`config.mk`:
```
export PLATFORM = sky130hd
export DESIGN_NAME = mcc_ctrl
export DESIGN_NICKNAME = d
export VERILOG_FILES = /design/src/hw/mcc_pkg.sv /design/src/hw/mcc_ctrl.sv
export SDC_FILE = /design/constraint.sdc
export NUM_CORES = 1
export LEC_CHECK = 0
export BUFFER_PORTS_ARGS = -buffer_cell sky130_fd_sc_hd__buf_2
export CORE_ASPECT_RATIO = 0.7
export CORE_MARGIN = 2
export CORE_UTILIZATION = 45
export CTS_CLUSTER_DIAMETER = 100
export DETAILED_ROUTE_END_ITERATION = 8
export PLACE_DENSITY_LB_ADDON = 0.3
export SETUP_SLACK_MARGIN = 0.4
export SYNTH_ARGS = -nofsm -noshare
export SYNTH_HDL_FRONTEND = slang
export SYNTH_SLANG_ARGS = --single-unit
```
`constraint.sdc`:
```
create_clock -name clk_sys_i -period 2.5 [get_ports clk_sys_i]
set_clock_uncertainty 0.1 [all_clocks]
set_input_delay 0.125 -clock clk_sys_i [delete_from_list [all_inputs] [get_ports clk_sys_i]]
set_output_delay 0.125 -clock clk_sys_i [all_outputs]
set_load 0.02 [all_outputs]
```
`src/hw/mcc_pkg.sv`:
```
// constants for the mac control word block
package mcc_pkg;
  localparam int ADDR_W = 6;
  localparam logic [5:0] CTRL_IDX = 6'h02;
  localparam int B_TX_ON = 0;
  localparam int B_RX_ON = 1;
  localparam int B_RESUME = 2;
  localparam int B_GIG = 3;
  localparam int B_ACCEPT_ALL = 4;
  localparam int B_PAD_STRIP = 5;
  localparam int B_FCS_KEEP = 6;
  localparam int B_PAUSE_PASS = 7;
  localparam int B_SOFT_RST = 13;
  localparam int B_LOOPBACK = 15;
  localparam int B_STATS_CLR = 31;
  localparam logic [31:0] CTRL_RST = 32'h0000_0000;
  localparam logic [31:0] RSVD_MASK = 32'h7800_0000;
  localparam logic [31:0] SELF_CLR_MASK = 32'h8000_2000;
  localparam logic [15:0] RESUME_QUANTA = 16'h0000;
  localparam logic [15:0] STOP_QUANTA = 16'hffff;
  localparam int FIFO_DEPTH = 16;
  localparam int FIFO_W = 11;
  localparam int STOP_LEVEL = 12;
endpackage : mcc_pkg

```
`src/hw/mcc_ctrl.sv`:
```
// mac control word, receive frame filter and receive fifo
//
// How it works
// - the 32-bit control word sits at dword index 0x02 with its fields at fixed bits.
// - enables act from the cycle after the write, so software sets them last.
// - bit 0 turns the transmit path on and resets to zero.
// - bit 1 turns the receive path on and resets to zero.
// - hardware reset or a soft reset write clears both enable bits.
// - with resume-pause and transmit enable set, a pause request with quanta zero goes out whatever the fifo level.
// - with gigabit select set, gigabit mode holds and the request input is ignored.
// - with gigabit select clear, gigabit mode follows the request input, else 10/100.
// - with accept-all set, every received frame goes to the user with no address filter.
// - with pad strip set, receive padding is removed and transmit is untouched.
// - in the small variant pad strip and gigabit select have no effect.
// - the gigabit status output is high exactly while running at gigabit speed.
// - fcs keep set passes the frame check field; clear removes it.
// - a padded frame with pad strip on loses both padding and check field regardless of fcs keep.
`timescale 1ns/100ps

module mcc_fifo #(
  parameter int W = 11,
  parameter int D = 16
) (
  input wire logic clk_sys_i,
  input wire logic rst_n_i,
  input wire logic [W-1:0] in_data_i,
  input wire logic in_valid_i,
  output logic in_ready_o,
  output logic [W-1:0] out_data_o,
  output logic out_valid_o,
  input wire logic out_ready_i,
  output logic [$clog2(D):0] level_o
);
  localparam int PW = $clog2(D);
  logic [W-1:0] mem_q [D];
  logic [PW-1:0] wr_ptr_q;
  logic [PW-1:0] rd_ptr_q;
  logic [PW:0] cnt_q;
  logic [PW:0] cnt_d;
  logic in_ready_q;
  logic out_valid_q;
  logic push;
  logic pop;

  initial begin
    if (D < 2 || (1 << PW) != D) begin
      $error("fifo depth must be a power of two of at least 2");
    end
  end

  assign push = in_valid_i & in_ready_q;
  assign pop = out_ready_i & out_valid_q;
  assign in_ready_o = in_ready_q;
  assign out_valid_o = out_valid_q;
  assign out_data_o = mem_q[rd_ptr_q];
  assign level_o = cnt_q;

  always_comb begin
    cnt_d = cnt_q;
    if (push && !pop) begin
      cnt_d = cnt_q + 1'b1;
    end else if (pop && !push) begin
      cnt_d = cnt_q - 1'b1;
    end
  end

  always_ff @(posedge clk_sys_i) begin
    if (push) begin
      mem_q[wr_ptr_q] <= in_data_i;
    end
  end

  always_ff @(posedge clk_sys_i) begin
    if (!rst_n_i) begin
      wr_ptr_q <= '0;
      rd_ptr_q <= '0;
      cnt_q <= '0;
      in_ready_q <= 1'b1;
      out_valid_q <= 1'b0;
    end else begin
      wr_ptr_q <= wr_ptr_q + PW'(push);
      rd_ptr_q <= rd_ptr_q + PW'(pop);
      cnt_q <= cnt_d;
      in_ready_q <= (cnt_d != (PW+1)'(D));
      out_valid_q <= (cnt_d != '0);
    end
  end
endmodule : mcc_fifo

module mcc_ctrl #(
  parameter bit SMALL_MAC = 1'b0,
  parameter int DEPTH = mcc_pkg::FIFO_DEPTH,
  parameter int STOP_AT = mcc_pkg::STOP_LEVEL
) (
  input wire logic clk_sys_i,
  input wire logic rst_n_i,
  input wire logic [mcc_pkg::ADDR_W-1:0] reg_addr_i,
  input wire logic [31:0] reg_wdata_i,
  input wire logic reg_wr_i,
  input wire logic reg_rd_i,
  output logic [31:0] reg_rdata_o,
  input wire logic gig_request_i,
  input wire logic [7:0] rx_data_i,
  input wire logic rx_valid_i,
  input wire logic rx_sop_i,
  input wire logic rx_eop_i,
  input wire logic rx_addr_hit_i,
  input wire logic rx_is_pad_i,
  input wire logic rx_is_fcs_i,
  input wire logic rx_padded_i,
  output logic rx_ready_o,
  output logic [7:0] usr_data_o,
  output logic usr_sop_o,
  output logic usr_eop_o,
  output logic usr_void_o,
  output logic usr_valid_o,
  input wire logic usr_ready_i,
  output logic transmit_path_on_o,
  output logic receive_path_on_o,
  output logic gig_mode_o,
  output logic pause_send_o,
  output logic [15:0] pause_quanta_o,
  output logic loopback_on_o,
  output logic statistics_clear_o
);
  import mcc_pkg::*;

  logic [31:0] ctrl_q;
  logic [31:0] ctrl_d;
  logic [31:0] rdata_q;
  logic gig_q;
  logic pause_q;
  logic [15:0] quanta_q;
  logic stats_q;
  logic keep_q;
  logic padded_q;
  logic keep_now;
  logic padded_now;
  logic fire;
  logic drop;
  logic push;
  logic pad_strip_on;
  logic [FIFO_W-1:0] fifo_out;
  logic [$clog2(DEPTH):0] level;

  initial begin
    if (STOP_AT < 1 || STOP_AT > DEPTH) begin
      $error("stop level must lie between 1 and the fifo depth");
    end
  end

  function automatic logic ctrl_hit(input logic [ADDR_W-1:0] a);
    ctrl_hit = (a == CTRL_IDX);
  endfunction : ctrl_hit

  // field store, reserved and self-clearing bits dropped
  always_comb begin
    ctrl_d = reg_wdata_i & ~RSVD_MASK & ~SELF_CLR_MASK;
    if (reg_wdata_i[B_SOFT_RST]) begin
      ctrl_d[B_TX_ON] = 1'b0;
      ctrl_d[B_RX_ON] = 1'b0;
    end
  end

  // zero after reset, enables written directly
  always_ff @(posedge clk_sys_i) begin
    if (!rst_n_i) begin
      ctrl_q <= CTRL_RST;
    end else if (reg_wr_i && ctrl_hit(reg_addr_i)) begin
      ctrl_q <= ctrl_d;
    end
  end

  always_ff @(posedge clk_sys_i) begin
    if (!rst_n_i) begin
      rdata_q <= '0;
    end else if (reg_rd_i && ctrl_hit(reg_addr_i)) begin
      rdata_q <= ctrl_q;
    end else begin
      rdata_q <= '0;
    end
  end

  always_ff @(posedge clk_sys_i) begin
    if (!rst_n_i) begin
      stats_q <= 1'b0;
    end else begin
      stats_q <= reg_wr_i & ctrl_hit(reg_addr_i) & reg_wdata_i[B_STATS_CLR];
    end
  end

  always_ff @(posedge clk_sys_i) begin
    if (!rst_n_i) begin
      gig_q <= 1'b0;
    end else begin
      gig_q <= (ctrl_q[B_GIG] & ~SMALL_MAC) | gig_request_i;
    end
  end

  always_ff @(posedge clk_sys_i) begin
    if (!rst_n_i) begin
      pause_q <= 1'b0;
      quanta_q <= STOP_QUANTA;
    end else begin
      pause_q <= ctrl_q[B_TX_ON] &
                 (ctrl_q[B_RESUME] | (32'(level) >= STOP_AT));
      quanta_q <= ctrl_q[B_RESUME] ? RESUME_QUANTA : STOP_QUANTA;
    end
  end

  // frame admission at its first byte
  assign fire = rx_valid_i & rx_ready_o;
  assign keep_now = rx_sop_i ?
    (ctrl_q[B_RX_ON] & (ctrl_q[B_ACCEPT_ALL] | rx_addr_hit_i)) : keep_q;
  assign padded_now = rx_sop_i ? rx_padded_i : padded_q;
  // pad strip absent in small variant
  assign pad_strip_on = ctrl_q[B_PAD_STRIP] & ~SMALL_MAC;

  assign drop = (rx_is_pad_i & pad_strip_on) |
    (rx_is_fcs_i & (~ctrl_q[B_FCS_KEEP] | (padded_now & pad_strip_on)));
  assign push = fire & keep_now & (~drop | rx_eop_i);

  always_ff @(posedge clk_sys_i) begin
    if (!rst_n_i) begin
      keep_q <= 1'b0;
      padded_q <= 1'b0;
    end else if (fire) begin
      keep_q <= keep_now & ~rx_eop_i;
      padded_q <= padded_now;
    end
  end

  mcc_fifo #(
    .W(FIFO_W),
    .D(DEPTH)
  ) u_fifo (
    .clk_sys_i(clk_sys_i),
    .rst_n_i(rst_n_i),
    .in_data_i({drop, rx_eop_i, rx_sop_i, rx_data_i}),
    .in_valid_i(push),
    .in_ready_o(rx_ready_o),
    .out_data_o(fifo_out),
    .out_valid_o(usr_valid_o),
    .out_ready_i(usr_ready_i),
    .level_o(level)
  );

  assign usr_data_o = fifo_out[7:0];
  assign usr_sop_o = fifo_out[8];
  assign usr_eop_o = fifo_out[9];
  assign usr_void_o = fifo_out[10];
  assign reg_rdata_o = rdata_q;
  // enables act straight from the word
  assign transmit_path_on_o = ctrl_q[B_TX_ON];
  assign receive_path_on_o = ctrl_q[B_RX_ON];
  assign loopback_on_o = ctrl_q[B_LOOPBACK];
  assign gig_mode_o = gig_q;
  assign pause_send_o = pause_q;
  assign pause_quanta_o = quanta_q;
  assign statistics_clear_o = stats_q;
endmodule : mcc_ctrl

```
==> summary.md <==
| Metric | Value |
|---|---|
| Reg area | roughly 6800 µm² |
| Initial Util | 0.4609 |
| Final net count | roughly 830 |
| Final Power | 9.220 mW |
| Ordered list of cells on the worst path | buf_12 > mux4_2 > mux4_2 > buf_6 |
| Placed cell count | between 900 and 1,000 |
| Largest net degree at the start of global routing | 47 |
| F_max | just under 400 MHz |
| Clock slew at reported path FFs | 0.06 ns |
| Final min period | roughly 2.6 ns |
| Synthesized flop and latch total | around 250 |
| Non-Filler Instances | between 1,000 and 1,500 |
| CTS Buf Count | 24 |
| Fill cells | 1,568 |
| Post-synth EDFFs | about 180 |
| Residual DRC | 0 |
| Fin. max-slew vios | 0 |
| Commonest non-fill, non-tap cell in the layout | edfxtp_1 |
| Synth Instances | 580 |
| Post-synthesis compound-gate area fraction | 0.03509 |
| Critical path fanouts, max | 12 |
| Final setup fails | 11 |
| Worst path max stage delay | 0.56 ns |
| GRT Overall Usage | 0.1900 |
| Crit path capture type | output port |
| Grt ovf | 0 |
| Final period util | 1.031 |
| Final Cell Area | roughly 12,000 µm² |
| CP required | between 2 and 2.5 ns |
| Setup CP Type | reg -> out |
| Die area | 22,510 µm² |
| Routability Congestion | around 0.8 |
| Outcome | finished, violations left |
| Vias in the first global route | around 5,800 |
| Most frequent cells in the layout | edfxtp_1 (176), buf_2 (104), dfxtp_1 (65) |
| Simple-Gate Fraction of Synth Area | 0.08050 |
| Synth Area in XOR/XNOR | 0.004566 |
| Max cap viols | 0 |
| Synthesized area | 9590 µm² |
| Global-route wire length before repair | between 30 and 40 mm |
| Die Ht | 126.1 µm |
| Arr. time, crit path | about 2.4 ns |
| Ys flop type | edfxtp_1 |
| Final hold violation count | 0 |
| Synth Area in Adders | 0.009132 |
| Wire per inst | 19.48 µm |
| Slew HR | 0.5659 |
| Die width | between 150 and 200 µm |
| I/O pins | about 130 |
| Main combinational cell family by area after synthesis | multiplexers |
| Worst setup SP type | flop |
| Initial antenna violation count | 0 |
| N_diodes | 0 |
| Worst hold path type | in -> reg |
| CP max stage cell | mux4_2 |
| P per Cell Area | roughly 760 nW/µm² |
| Failing checks | setup timing |
| ANT nets after route | 0 |
| Post-synthesis mux area share | 0.1323 |
| Smallest hold slack | 0.05763 ns |
| VDD IR-drop max | about 0.44 mV |
| Core Rows | 44 |
| Worst Tran Pin Value | approximately 0.65 ns |
| Sequential cell area fraction in the yosys report | 0.7035 |
| Port bufs | 115 |
| Ys async rst share | 0 |
| Worst skew pair latency | 0.51 ns |
| CTS tree | yes |
| Multi-input logic area | around 2700 µm² |
| Total number of vias | around 5,500 |
| Core area | 20,810 µm² |
| Clock buffer depth | 3 |
| RSZ-0062 raised after global routing | true |
| H-tree depth | 1 |
| Clock sinks | ~250 |
| Clock root buffer | clkbuf_16 |
| PnR worst setup slack | -0.07718 ns |
| DR iter-0 viols | around 450 |
| Area Growth Syn to Fin | 26.63% |
| Drt via density | roughly 5.2 |
| Post-synth cell types | 48 |
| DP HPWL | between 10 and 15 mm |
| Share of layout cells above drive strength 1 | 0.3682 |
| Leak | 4.234 nW |
| Most used cell, CP | mux4_2 |
| Drt first pass iters | 5 |
| Drt total wl | between 20 and 25 mm |
| DP Area | around 11,000 µm² |
| Syn_area_per_cell | 16.54 µm² |
| Syn. warnings | 0 |
-- report_power, final --
| group | switching [mW] | leakage [nW] | internal (mW) |
|---|---|---|---|
| clock | 1.45 | 0.360 | 1.93 |
| sequential | 0.0650 | 2.17 | 4.46 |
| combinational | 0.578 | 1.70 | 0.743 |
-- registers in the layout, indices dropped and copies added, names as in the netlist --
name,count
u_fifo.wr_ptr_q,4
pause_send_o,1
padded_q,1
pause_quanta_o,1
keep_q,1
ctrl_q,26
u_fifo.in_ready_o,1
u_fifo.mem_q,176
reg_rdata_o,26
statistics_clear_o,1
gig_mode_o,1
u_fifo.level_o,5
u_fifo.out_valid_o,1
u_fifo.rd_ptr_q,4
-- through the flow --
stage                     setup TNS (ns)  worst slack (ns)  utilization
after global routing              -1.435           -0.1501       0.5836
final                            -0.5934          -0.07718       0.5836
after global placement                 0            0.3357       0.5110
after floorplan                        0            0.3958            -
after detailed placement               0            0.2634       0.5110
after CTS                        -0.9291           -0.1068       0.5792
-- layer usage --
metal  share of wire  vias to the layer above  GRT usage
li1                -                     2548          -
met3           0.056                       21    0.03593
met1            0.43                     2830     0.2650
met4           0.012                        0    0.03682
met2            0.50                      143     0.3155
met5               0                        -          0
-- timing repair --
item | in CTS | in global routing
hold endpoints to repair | 183 | 0
pin swaps | 0 | 9
setup buffers | 4 | 4
hold buffers | 45 | 0
resized for setup | 26 | 15
endpoints found under the setup margin | 123 | 114
gates cloned | 4 | 0
-- cell usage after synthesis (4+ instances only) --
master    count  area, µm²
mux4_2       55       1239
ha_1          7      87.58
inv_1         7      26.28
buf_2        10      50.05
a21oi_1      28      140.1
o21ai_0       4      20.02
clkbuf_1      9      33.78
nand2_1      60      225.2
nand3b_1      5      37.54
nor3_1        8      40.04
dfxtp_1      73       1461
edfxtp_1    176       5285
buf_4        23      172.7
nor2_1       25      93.84
nand2b_1      4      25.02
and2_1       32      200.2
nand3_1       6      30.03
-- critical path: cells and delay by family (launching register included) --
kind | cells | cell delay [ns]
flops | 1 | 0.42
mux | 2 | 1.09
buf+inv | 2 | 0.34
-- area by class of cell --
class	count	share of cell area
clock buffer	31	0.05337
inverter	8	0.002473
multi-input combinational	280	0.2218
timing repair buffer	204	0.1300
tap	276	0.02844
clock inverter	13	0.007109
sequential	249	0.5568
-- worst paths after layout --
path / startpoint / to / slack, ns / depth (start not counted)
setup / recovery: u_fifo.rd_ptr_q[0] / usr_eop_o / -0.08 / 4
hold / removal: rx_sop_i / u_fifo.mem_q[1][8] / 0.06 / 2
setup reg to reg: padded_q / u_fifo.mem_q[4][4] / 0.48 / 6
hold reg to reg: ctrl_q[2] / pause_quanta_o[14] / 0.32 / 1
-- kinds of logic (layout without fill, tap and decap cells) --
kind of cell | Yosys count | after routing
multiplexers | 58 | 58
other | 1 | 6
AND/OR/NAND/NOR | 153 | 153
adder cells (fa/ha/maj) | 7 | 7
flip-flops | 249 | 249
AO/OA/AOI/OAI | 51 | 51
XOR/XNOR | 5 | 5
buffers and inverters | 56 | 256
Note: power is estimated with default switching activity, not from simulation.
